--- src/logic/nco_pkg.sv ---
// shared constants for the oscillator control block and its host
package nco_pkg;
  // serial word layout
  localparam int NCO_WORD_W = 16;
  localparam logic [1:0] NCO_ADDR_CTRL = 2'h0;
  localparam logic [1:0] NCO_ADDR_FREQ_WORD_ZERO = 2'h1;
  localparam logic [1:0] NCO_ADDR_FREQ_WORD_ONE = 2'h2;
  localparam logic [1:0] NCO_ADDR_PHASE = 2'h3;
  localparam int NCO_HALF_W = 14;
  localparam int NCO_PHASE_SEL_POS = 13;
  // control word field positions
  localparam int NCO_FULL_WORD_POS = 13;
  localparam int NCO_HALF_HIGH_POS = 12;
  localparam int NCO_FREQ_SELECT_BIT_POS = 11;
  localparam int NCO_PSEL_POS = 10;
  localparam int NCO_SRC_POS = 9;
  localparam int NCO_DAC_PD_POS = 6;
  localparam int NCO_SQ_EN_POS = 5;
  localparam int NCO_SQ_SRC_POS = 4;
  localparam int NCO_HALVE_POS = 3;
  localparam int NCO_MODE_POS = 1;
  localparam int NCO_RSVD_HI_POS = 2;
  localparam int NCO_RSVD_LO_POS = 0;
  // datapath widths
  localparam int NCO_FREQ_W = 28;
  localparam int NCO_PHASE_W = 12;
  localparam int NCO_DAC_W = 10;
  // reset values
  localparam logic [15:0] NCO_CTRL_RST = 16'h0000;
  localparam logic [27:0] NCO_FREQ_RST = 28'h0000000;
  localparam logic [11:0] NCO_PHASE_RST = 12'h000;
  // host register offsets (byte addresses)
  localparam logic [31:0] NCO_HOST_WORD_OFS = 32'h0000_0000;
  localparam logic [31:0] NCO_HOST_PINS_OFS = 32'h0000_0004;
  localparam logic [31:0] NCO_HOST_COUNT_OFS = 32'h0000_0008;
  localparam int NCO_PIN_FREQ_SELECT_BIT_POS = 0;
  localparam int NCO_PIN_PSEL_POS = 1;
  // ahb-lite encodings
  localparam logic [1:0] NCO_HTRANS_NONSEQ = 2'h2;
  localparam logic [2:0] NCO_HSIZE_WORD = 3'h2;
endpackage

--- src/logic/nco_link_if.sv ---
// link between host controller and oscillator device
`timescale 1ns/10ps
interface nco_link_if;
  logic [15:0] word_data;
  logic word_valid;
  logic freq_select_pin;
  logic phase_select_pin;
  modport device_mp (
    input word_data,
    input word_valid,
    input freq_select_pin,
    input phase_select_pin
  );
  modport host_mp (
    output word_data,
    output word_valid,
    output freq_select_pin,
    output phase_select_pin
  );
endinterface

--- src/logic/nco_sync2.sv ---
// two-flop level synchroniser
`timescale 1ns/10ps
module nco_sync2
(
  input wire logic clock,
  input wire logic rst,
  input wire logic async_in,
  output logic sync_out
);
  logic meta_q;

  // first stage feeds only the second
  always_ff @(posedge clock)
  begin
    if (rst)
    begin
      meta_q <= 1'b0;
      sync_out <= 1'b0;
    end
    else
    begin
      meta_q <= async_in;
      sync_out <= meta_q;
    end
  end
endmodule

--- src/logic/nco_device.sv ---
// oscillator device: control word, tuning registers, output logic
//
// Chosen here: register access over AHB-Lite and the register offsets.
`timescale 1ns/10ps
// Notes on behaviour
// - powerdown bit turns DAC off
// - enable bit drives square pin, else released
// - host keeps enable low when pin unused
// - source bit picks comparator or DAC MSB
// - halving bit: 1 direct, 0 halved
// - host writes reserved bits as zero
// - mode bit: ramp bypass, else sine
// - host clears mode when enable set
// - two 28-bit and two 12-bit registers
// - accumulator adds selected word every cycle
// - selected phase offset added, 4096 steps
// - source bit picks pins or control bits
// - select pins sampled by clock
// - pin change applies two cycles later, after the two-flop synchroniser
// - host holds pins steady in bit mode
// - select source switchable any time
// - top bits 00 write control word
// - top bits 01/10 write frequency words
// - top bits 11 write phase register
// - full-word mode commits after both halves
module nco_device
  import nco_pkg::*;
(
  input wire logic clock,
  input wire logic rst,
  nco_link_if.device_mp link,
  input wire logic comparator_in,
  output logic [NCO_DAC_W-1:0] dac_data,
  output logic dac_powerdown,
  output logic square_out,
  output logic square_out_oe_n,
  output logic [NCO_FREQ_W-1:0] phase_acc
);
  logic [15:0] ctrl_q;
  logic [NCO_FREQ_W-1:0] freq_word_zero_q;
  logic [NCO_FREQ_W-1:0] freq_word_one_q;
  logic [NCO_PHASE_W-1:0] phase_offset_zero_q;
  logic [NCO_PHASE_W-1:0] phase_offset_one_q;
  logic [NCO_HALF_W-1:0] low_half_q;
  logic pending_q;
  logic [1:0] pending_addr_q;
  logic [NCO_FREQ_W-1:0] acc_q;
  logic [NCO_DAC_W-1:0] dac_q;
  logic msb_prev_q;
  logic msb_half_q;
  logic fpin_s;
  logic ppin_s;
  logic comp_s;
  logic [1:0] addr;
  logic [NCO_HALF_W-1:0] half;
  logic freq_write;
  logic full_word;
  logic half_high;
  logic use_one_freq;
  logic use_one_phase;
  logic [NCO_FREQ_W-1:0] active_freq_word;
  logic [NCO_PHASE_W-1:0] active_phase_word;
  logic [NCO_PHASE_W-1:0] phase_sum;
  logic [NCO_DAC_W-1:0] wave;
  logic sq_bit;

  // merge a 14-bit half into a frequency word
  function automatic logic [NCO_FREQ_W-1:0] merge_half(
    input logic [NCO_FREQ_W-1:0] old,
    input logic [NCO_HALF_W-1:0] h,
    input logic high
  );
    merge_half = high ? {h, old[NCO_HALF_W-1:0]}
                      : {old[NCO_FREQ_W-1:NCO_HALF_W], h};
  endfunction

  // parabolic sine approximation of a 12-bit phase
  function automatic logic [NCO_DAC_W-1:0] sine_lookup(
    input logic [NCO_PHASE_W-1:0] p
  );
    logic [10:0] x;
    logic [21:0] prod;
    logic [9:0] mag;
    x = p[10:0];
    prod = {11'h000, x} * {10'h000, 12'h800 - {1'b0, x}};
    mag = prod[20] ? 10'h1FF : {1'b0, prod[19:11]};
    sine_lookup = p[11] ? 10'h200 - mag : 10'h200 + mag;
  endfunction

  // pins from outside the clock domain
  nco_sync2 u_freq_select_bit_sync (
    .clock(clock),
    .rst(rst),
    .async_in(link.freq_select_pin),
    .sync_out(fpin_s)
  );
  nco_sync2 u_psel_sync (
    .clock(clock),
    .rst(rst),
    .async_in(link.phase_select_pin),
    .sync_out(ppin_s)
  );
  nco_sync2 u_comp_sync (
    .clock(clock),
    .rst(rst),
    .async_in(comparator_in),
    .sync_out(comp_s)
  );

  // word decode
  assign addr = link.word_data[15:14];
  assign half = link.word_data[NCO_HALF_W-1:0];
  assign freq_write = link.word_valid
                      && (addr == NCO_ADDR_FREQ_WORD_ZERO || addr == NCO_ADDR_FREQ_WORD_ONE);
  assign full_word = ctrl_q[NCO_FULL_WORD_POS];
  assign half_high = ctrl_q[NCO_HALF_HIGH_POS];

  // control word, reserved bits stored as given
  always_ff @(posedge clock)
  begin
    if (rst)
      ctrl_q <= NCO_CTRL_RST;
    else if (link.word_valid && addr == NCO_ADDR_CTRL)
      ctrl_q <= {2'h0, link.word_data[13:0]};
  end

  // full-word half tracking
  always_ff @(posedge clock)
  begin
    if (rst)
    begin
      pending_q <= 1'b0;
      pending_addr_q <= NCO_ADDR_CTRL;
      low_half_q <= '0;
    end
    else if (link.word_valid)
    begin
      if (freq_write && full_word
          && !(pending_q && pending_addr_q == addr))
      begin
        pending_q <= 1'b1;
        pending_addr_q <= addr;
        low_half_q <= half;
      end
      else
        pending_q <= 1'b0;
    end
  end

  // frequency registers
  always_ff @(posedge clock)
  begin
    if (rst)
    begin
      freq_word_zero_q <= NCO_FREQ_RST;
      freq_word_one_q <= NCO_FREQ_RST;
    end
    else if (freq_write)
    begin
      if (full_word)
      begin
        if (pending_q && pending_addr_q == addr)
        begin
          if (addr == NCO_ADDR_FREQ_WORD_ZERO)
            freq_word_zero_q <= {half, low_half_q};
          else
            freq_word_one_q <= {half, low_half_q};
        end
      end
      else if (addr == NCO_ADDR_FREQ_WORD_ZERO)
        freq_word_zero_q <= merge_half(freq_word_zero_q, half,
                                       half_high);
      else
        freq_word_one_q <= merge_half(freq_word_one_q, half,
                                      half_high);
    end
  end

  // phase registers
  always_ff @(posedge clock)
  begin
    if (rst)
    begin
      phase_offset_zero_q <= NCO_PHASE_RST;
      phase_offset_one_q <= NCO_PHASE_RST;
    end
    else if (link.word_valid && addr == NCO_ADDR_PHASE)
    begin
      if (link.word_data[NCO_PHASE_SEL_POS])
        phase_offset_one_q <= link.word_data[NCO_PHASE_W-1:0];
      else
        phase_offset_zero_q <= link.word_data[NCO_PHASE_W-1:0];
    end
  end

  // register selection from pins or bits
  assign use_one_freq = ctrl_q[NCO_SRC_POS] ? fpin_s
                                            : ctrl_q[NCO_FREQ_SELECT_BIT_POS];
  assign use_one_phase = ctrl_q[NCO_SRC_POS] ? ppin_s
                                             : ctrl_q[NCO_PSEL_POS];
  assign active_freq_word = use_one_freq ? freq_word_one_q
                                         : freq_word_zero_q;
  assign active_phase_word = use_one_phase ? phase_offset_one_q
                                           : phase_offset_zero_q;

  // phase accumulator
  always_ff @(posedge clock)
  begin
    if (rst)
      acc_q <= NCO_FREQ_RST;
    else
      acc_q <= acc_q + active_freq_word;
  end

  // offset phase, ramp or sine
  assign phase_sum = acc_q[NCO_FREQ_W-1 -: NCO_PHASE_W]
                     + active_phase_word;
  assign wave = ctrl_q[NCO_MODE_POS] ? phase_sum[NCO_PHASE_W-1 -: NCO_DAC_W]
                                     : sine_lookup(phase_sum);

  // dac data and power-down
  always_ff @(posedge clock)
  begin
    if (rst)
    begin
      dac_q <= '0;
      dac_powerdown <= 1'b0;
    end
    else
    begin
      dac_q <= wave;
      dac_powerdown <= ctrl_q[NCO_DAC_PD_POS];
    end
  end

  // msb divided by two
  always_ff @(posedge clock)
  begin
    if (rst)
    begin
      msb_prev_q <= 1'b0;
      msb_half_q <= 1'b0;
    end
    else
    begin
      msb_prev_q <= dac_q[NCO_DAC_W-1];
      if (dac_q[NCO_DAC_W-1] && !msb_prev_q)
        msb_half_q <= ~msb_half_q;
    end
  end

  // square pin source
  assign sq_bit = ctrl_q[NCO_SQ_SRC_POS] ? comp_s
                : ctrl_q[NCO_HALVE_POS] ? dac_q[NCO_DAC_W-1]
                : msb_half_q;

  // square pin drive and enable
  always_ff @(posedge clock)
  begin
    if (rst)
    begin
      square_out <= 1'b0;
      square_out_oe_n <= 1'b1;
    end
    else
    begin
      square_out <= ctrl_q[NCO_SQ_EN_POS] ? sq_bit : 1'b0;
      square_out_oe_n <= ~ctrl_q[NCO_SQ_EN_POS];
    end
  end

  assign dac_data = dac_q;
  assign phase_acc = acc_q;
endmodule

--- src/flat_wrapper.sv ---
// flat-port wrapper written by rule: the top's interface ports become plain ports
module nco_device_flat import nco_pkg::*;
  (clock, rst, comparator_in, dac_data, dac_powerdown, square_out, square_out_oe_n, phase_acc, link_word_data, link_word_valid, link_freq_select_pin, link_phase_select_pin);
  nco_link_if link_i ();
  input wire logic clock;
  input wire logic rst;
  input wire logic comparator_in;
  output logic [NCO_DAC_W-1:0] dac_data;
  output logic dac_powerdown;
  output logic square_out;
  output logic square_out_oe_n;
  output logic [NCO_FREQ_W-1:0] phase_acc;
  input wire logic [$bits(link_i.word_data)-1:0] link_word_data;
  input wire logic [$bits(link_i.word_valid)-1:0] link_word_valid;
  input wire logic [$bits(link_i.freq_select_pin)-1:0] link_freq_select_pin;
  input wire logic [$bits(link_i.phase_select_pin)-1:0] link_phase_select_pin;
  assign link_i.word_data = link_word_data;
  assign link_i.word_valid = link_word_valid;
  assign link_i.freq_select_pin = link_freq_select_pin;
  assign link_i.phase_select_pin = link_phase_select_pin;
  nco_device u_core (.clock(clock), .rst(rst), .link(link_i), .comparator_in(comparator_in), .dac_data(dac_data), .dac_powerdown(dac_powerdown), .square_out(square_out), .square_out_oe_n(square_out_oe_n), .phase_acc(phase_acc));
endmodule
--- config.mk ---
export PLATFORM = sky130hd
export DESIGN_NAME = nco_device_flat
export DESIGN_NICKNAME = d
export VERILOG_FILES = /design/src/logic/nco_pkg.sv /design/src/logic/nco_link_if.sv /design/src/logic/nco_sync2.sv /design/src/logic/nco_device.sv /design/src/flat_wrapper.sv
export SDC_FILE = /design/constraint.sdc
export NUM_CORES = 1
export LEC_CHECK = 0
export CAP_MARGIN = 20
export CORE_ASPECT_RATIO = 2
export CORE_MARGIN = 4
export CORE_UTILIZATION = 55
export CTS_CLUSTER_SIZE = 24
export DETAILED_ROUTE_END_ITERATION = 10
export DONT_BUFFER_PORTS = 1
export PLACE_DENSITY = 0.83
export REMOVE_ABC_BUFFERS = 1
export SLEW_MARGIN = 20
export SYNTH_ARGS = -nofsm -noshare
export SYNTH_HDL_FRONTEND = slang
export SYNTH_HIERARCHICAL = 1
export SYNTH_SLANG_ARGS = --single-unit
export TNS_END_PERCENT = 20
--- constraint.sdc ---
create_clock -name clock -period 9.1 [get_ports clock]
set_clock_uncertainty 0.15 [all_clocks]
set_input_delay 0.455 -clock clock [delete_from_list [all_inputs] [get_ports clock]]
set_output_delay 0.455 -clock clock [all_outputs]
set_load 0.02 [all_outputs]
**Word-level counts from Yosys, hierarchy flattened**

Index checks and enable logic that the tools add are counted.
W data, S select, Z words.

- Bits in latches: 0
- Flip-flop bits (word level): 160
- Memories kept: 0
- Logic and storage cells: 78
- Bits in writable memories: 0
- Memory bits (read-only): 0
- Input port bits: 22
- Output and inout port bits: 41

- Mux-type cells: 19
- $add $sub $neg: 5
- Reduce and logical (&&, ||, !) cells: 20
- Order comparisons: 0
- Bitwise logic cells: 4
- Div/mod/pow operators: 0
- Shift operators: 0
- Eq/ne operators: 6
- Multipliers: 1

Operator list:

| cell | number |
|---|---|
| $mux W28 | 10 |
| $add A28 B28 Y28 | 1 |
| $mul A11 B12 Y21 | 1 |
| $mux W10 | 2 |
| $reduce_and A4 Y1 | 4 |
| $add A12 B12 Y12 | 1 |
| $mux W12 | 1 |
| $sub A12 B11 Y12 const A | 1 |
| $add A10 B10 Y10 const A | 1 |
| $sub A10 B10 Y10 const A | 1 |
| $mux W9 | 1 |
| $logic_and A1 B1 Y1 | 7 |
| $reduce_and A2 Y1 | 3 |
| $mux W1 | 5 |
| $eq A2 B2 Y1 const B | 2 |
| $not A1 Y1 | 4 |
| $eq A2 B1 Y1 const B | 1 |
| $eq A2 B2 Y1 | 1 |
| $logic_not A1 Y1 | 2 |
| $logic_not A2 Y1 | 1 |
| $ne A2 B1 Y1 const B | 1 |
| $ne A2 B2 Y1 const B | 1 |
| $reduce_bool A2 Y1 | 1 |
| $reduce_or A2 Y1 | 1 |
| $logic_or A1 B1 Y1 | 1 |

**Depth between registers and ports, before layout**

- Word-level depth: 9
- Mapped depth: 42

**Modules after synthesis**

The synthesis kept the hierarchy.

Modules (own cells, without submodules):

| module | seq. area each (µm²) | instances | area an instance (µm²) | cells each |
|---|---|---|---|---|
| nco_device | 3002.9 | 1 | 11796.3 | 1364 |
| nco_sync2 | 40.0 | 3 | 52.6 | 4 |

**Worst setup path before layout**

OpenSTA, ideal clock, no wires.

- Kind: reg-to-reg
- Start point: register u_core.ctrl_q[9]
- End point: register u_core.dac_q[8], in the netlist u_core/dac_data[8]
- Arrival: 9390 ps
- Stages on the path, launching flop included: 43
- Data required time: 8828 ps
- Clock period less this slack: 9662 ps
- Setup slack: -562 ps
- Cells stage by stage: dfxtp_1 -> mux2i_1 -> clkbuf_1 -> mux2_2 -> ha_1 -> a21oi_1 -> o21ai_1 -> nor2_1 -> nor2_1 -> nor2_1 -> xor2_1 -> inv_2 -> nor3b_1 -> and3_1 -> and3_1 -> ha_1 -> clkbuf_1 -> nand2b_1 -> [7 not listed] -> inv_1 -> ha_1 -> buf_2 -> a21oi_1 -> nor2b_1 -> nor3_1 -> a21oi_4 -> o311a_1 -> nor2_1 -> buf_2 -> nor2_1 -> ha_1 -> inv_1 -> a221oi_2 -> o211ai_1 -> nor3_1 -> mux2i_1 -> a311o_1

- Word-level cells in the longest chain between the ends: 9
- Elaborated cells between the ends (all ways): 10

RTL lines:

| what | RTL line | text |
|---|---|---|
| start: declaration | nco_device.sv:39 | `logic [15:0] ctrl_q;` |
| start signal: assignment | nco_device.sv:124 | `ctrl_q <= {2'h0, link.word_data[13:0]};` |
| $mux W1 * | nco_device.sv:199 | `assign use_one_phase = ctrl_q[NCO_SRC_POS] ? ppin_s` |
| $mux W12 * | nco_device.sv:203 | `assign active_phase_word = use_one_phase ? phase_offset_one_q` |
| $add A12 B12 Y12 * | nco_device.sv:217 | `+ active_phase_word;` |
| $sub A12 B11 Y12 | nco_device.sv:85 | `prod = {11'h000, x} * {10'h000, 12'h800 - {1'b0, x}};` |
| $mul A11 B12 Y21 | nco_device.sv:85 |  |
| $mux W9 | nco_device.sv:86 | `mag = prod[20] ? 10'h1FF : {1'b0, prod[19:11]};` |
| $add A10 B10 Y10 / $sub A10 B10 Y10 (equally long branches) | nco_device.sv:87 | `sine_lookup = p[11] ? 10'h200 - mag : 10'h200 + mag;` |
| $mux W10 | nco_device.sv:87 |  |
| $mux W10 * | nco_device.sv:218 | `assign wave = ctrl_q[NCO_MODE_POS] ? phase_sum[NCO_PHASE_W-1 -: NCO_DAC_W]` |
| end signal: assignment | nco_device.sv:231 | `dac_q <= wave;` |
| end: declaration | nco_device.sv:48 | `logic [NCO_DAC_W-1:0] dac_q;` |

Every way passes the cells marked *; elsewhere a longest branch is shown, timed or not.
A chain may end at the register's enable or synchronous reset.

**Worst setup path in the final report**

Ends and elaborated chain as after synthesis.

==> flow_summary.json <==
{
  "outcome": "finished, final reports clean",
  "antenna_found_initial": 0,
  "period_share": 0.9699,
  "avgSynthCellArea_sq_um": 8.687,
  "worstSetupStartpointType": "flop",
  "grt_max_degree": 140,
  "first_pass_iters": 5,
  "dieArea_sq_mm": 0.02430,
  "synthXorXnorAreaFrac": 0.03653,
  "path_clk_slew_ns": 0.06,
  "worstMarginPinSlew_ns": 1.119,
  "crit_required_ns": 9.27,
  "fin_nets": 1627,
  "synthAdderAreaFrac": 0.2558,
  "grt_overflow_total": 0,
  "cap_violations": 0,
  "avgViaCountPerCell": 5.762,
  "synth_compound_area_frac": 0.1219,
  "ios": 63,
  "synth_area_leader_cell": "dfxtp_1",
  "vias": 9796,
  "synthSimpleGateAreaFrac": 0.1822,
  "clk_latency_ns": 0.43,
  "synth_commonest_cells": "nor2_1, dfxtp_1, inv_1, nand2_1, ha_1",
  "fmax_mhz": 113.3,
  "period_needed_ns": 8.826,
  "wl_per_cell_microns": 18.75,
  "setup_violations": 0,
  "h-tree-depth": 4,
  "crit_top_cell": "fa_1",
  "synth_cell_types": 70,
  "ys_seq_area_frac": 0.2613,
  "arrival_ns": 8.99,
  "crit_start": "u_core/ctrl_q[9]",
  "critPathMaxStageDelay_ns": 0.55,
  "grt_pass1_wl_microns": 51120,
  "syn_area_sq_mm": 0.01195,
  "cts_tree": "done",
  "max_slew_margin": 0.2521,
  "initial_utilization": 0.5562,
  "clockBufferDepth": 2,
  "synth_area_leaders": "dfxtp_1, fa_1, ha_1",
  "drt_iter0_markers": 479,
  "die_w_microns": 112.2,
  "hold_viol": 0,
  "ir_worst_vdd_v": 0.0002146,
  "power_density_mw_per_mm2": 142.6,
  "grt_util_all_layers": 0.2642,
  "synth_mux_area_frac": 0.08196,
  "synth_top_family_by_area": "adder cells",
  "synth-main-ff-cell": "dfxtp_1",
  "yosysMostFrequentCell": "nor2_1",
  "critPathCaptureType": "flop",
  "grt_pass1_vias": 10514,
  "die_h_microns": 216.5,
  "synth_top_area_frac": 0.2613,
  "cts_buffers": 17,
  "cts.sinks": 156,
  "cp_max_fo": 8,
  "ys_ff_latch": 156,
  "hold_path_class": "in2reg",
  "async_reset_ff_frac": 0,
  "hp-start": "link_word_data[3]",
  "drive_gt1_frac": 0.1402,
  "p_leak_uw": 0.006067,
  "crit_slowest_cell": "fa_1",
  "dp_hpwl_microns": 23460,
  "synth_warnings": 6,
  "finalPower_uw": 1934,
  "n_antenna_cell": 0,
  "r2r_start": "u_core/ctrl_q[9]",
  "wl_microns": 31880,
  "synth_edf_count": 0,
  "syn_inst": 1376,
  "hold_ws_ns": 0.01145,
  "clock-root-buffer": "clkbuf_16",
  "worstSetupPathType": "reg2reg",
  "drc": 0,
  "antenna_left": 0,
  "area_growth_pct": 13.46,
  "coreArea_sq_mm": 0.02149,
  "slew_viol_final": 0,
  "place_congestion": 0.9026,
  "final_util": 0.6311,
  "io_buffers": 0,
  "num_rows": 76
}
==> cell type report <==
| type | count | area (sq um) |
|---|---|---|
| Sequential cell | 156 | 3124 |
| Clock inverter | 12 | 136.4 |
| Inverter | 131 | 491.7 |
| Clock buffer | 20 | 456.7 |
| Tap cell | 273 | 341.6 |
| Fill cell | 1743 | 7928 |
| Multi-Input combinational cell | 1038 | 8454 |
| Timing Repair Buffer | 70 | 558.0 |
==> per-layer routing <==
| metal | global-route usage | wire, microns | vias up | share of wire |
|---|---|---|---|---|
| li1 | - | - | 4644 | - |
| met1 | 0.2318 | 10030 | 4683 | 0.31 |
| met2 | 0.4996 | 17290 | 323 | 0.54 |
| met3 | 0.04862 | 1324 | 146 | 0.042 |
| met4 | 0.2230 | 3236 | 0 | 0.10 |
| met5 | 0 | 0 | - | 0 |
==> where the power goes <==
part	internal [uW]	switching (uW)	leakage [uW]
Sequential	711	35.4	0.00127
Combinational	214	263	0.00450
Clock	421	288	0.000295
==> kinds of logic (layout without fill, tap and decap cells) <==
| family | count (synthesis) | count (layout) |
|---|---|---|
| AND/OR/NAND/NOR | 479 | 479 |
| AO/OA/AOI/OAI | 220 | 220 |
| adder cells (fa/ha/maj) | 191 | 191 |
| buffers and inverters | 189 | 233 |
| flip-flops | 156 | 156 |
| multiplexers | 93 | 93 |
| XOR/XNOR | 46 | 46 |
| other | 2 | 9 |
==> worst max-delay path: cells and delay by family, from the launching register on <==
family	cells	cell delay, ns
xor+xnor	1	0.27
flops	1	0.34
buf+inv	5	0.43
compound gates	12	2.16
mux	3	0.61
fa+ha+maj	10	3.82
simple gates	6	0.96
==> worst paths after layout <==
kind	endpoint	slack [ns]	cells after the start
hold reg to reg	u_core/square_out_oe_n	0.28	1
setup reg to reg	u_core/dac_data[8]	0.27	37
hold / removal	u_core/ctrl_q[3]	0.01	2
setup / recovery	u_core/dac_data[8]	0.27	37
==> metrics by stage <==
step,area (sq um),setup TNS (ns),setup WS [ns],std cells
finish,13560,0,0.2738,1700
global route,13560,-0.2161,-0.1312,1700
CTS,13180,0,0.04679,1685
detailed placement,12480,-0.4248,-0.2757,1647
global placement,12480,-0.03541,-0.03541,1647
floorplan,11760,-5.156,-0.9835,1325
==> sequential cells by signal, indices dropped and copies added, names as in the netlist, 2 cells and up <==
register and cells:
u_core/freq_word_one_q 28, u_core/freq_word_zero_q 28, u_core/phase_acc 28, u_core/phase_offset_zero_q 12, u_core/dac_data 10, u_core/ctrl_q 10, u_core/pending_addr_q 2, u_core/low_half_q 14
u_core/phase_offset_one_q 12
==> timing repair <==
| item | 4_1_cts | 5_1_grt |
|---|---|---|
| buffers inserted | 0 | 15 |
| hold buffers | 6 | 0 |
| endpoints found under the hold margin | 139 | 0 |
| setup endpoints to repair | 5 | 9 |
| gates resized for setup | 8 | 44 |
| pin swaps | 1 | 35 |
==> cell usage in the layout, fill, tap and decap left out, types with 6 or more instances in the layout <==
cell and n:
nand3_1 11, clkbuf_16 17, dfxtp_1 155, buf_4 64
nand2b_1 38, xor2_1 16, o211ai_1 8, a21oi_1 90
nor2_1 212, nand2_1 112, o21ai_1 6, nor2b_1 20
or2_2 8, xnor2_1 25, mux2i_1 53, ha_4 9
a21o_1 17, inv_1 126, and3_1 22, a211oi_1 18
mux2_2 37, ha_1 93, conb_1 9, fa_1 88
o21ai_0 18, nor3_1 15
No activity file was read; power rests on OpenSTA's default activity.
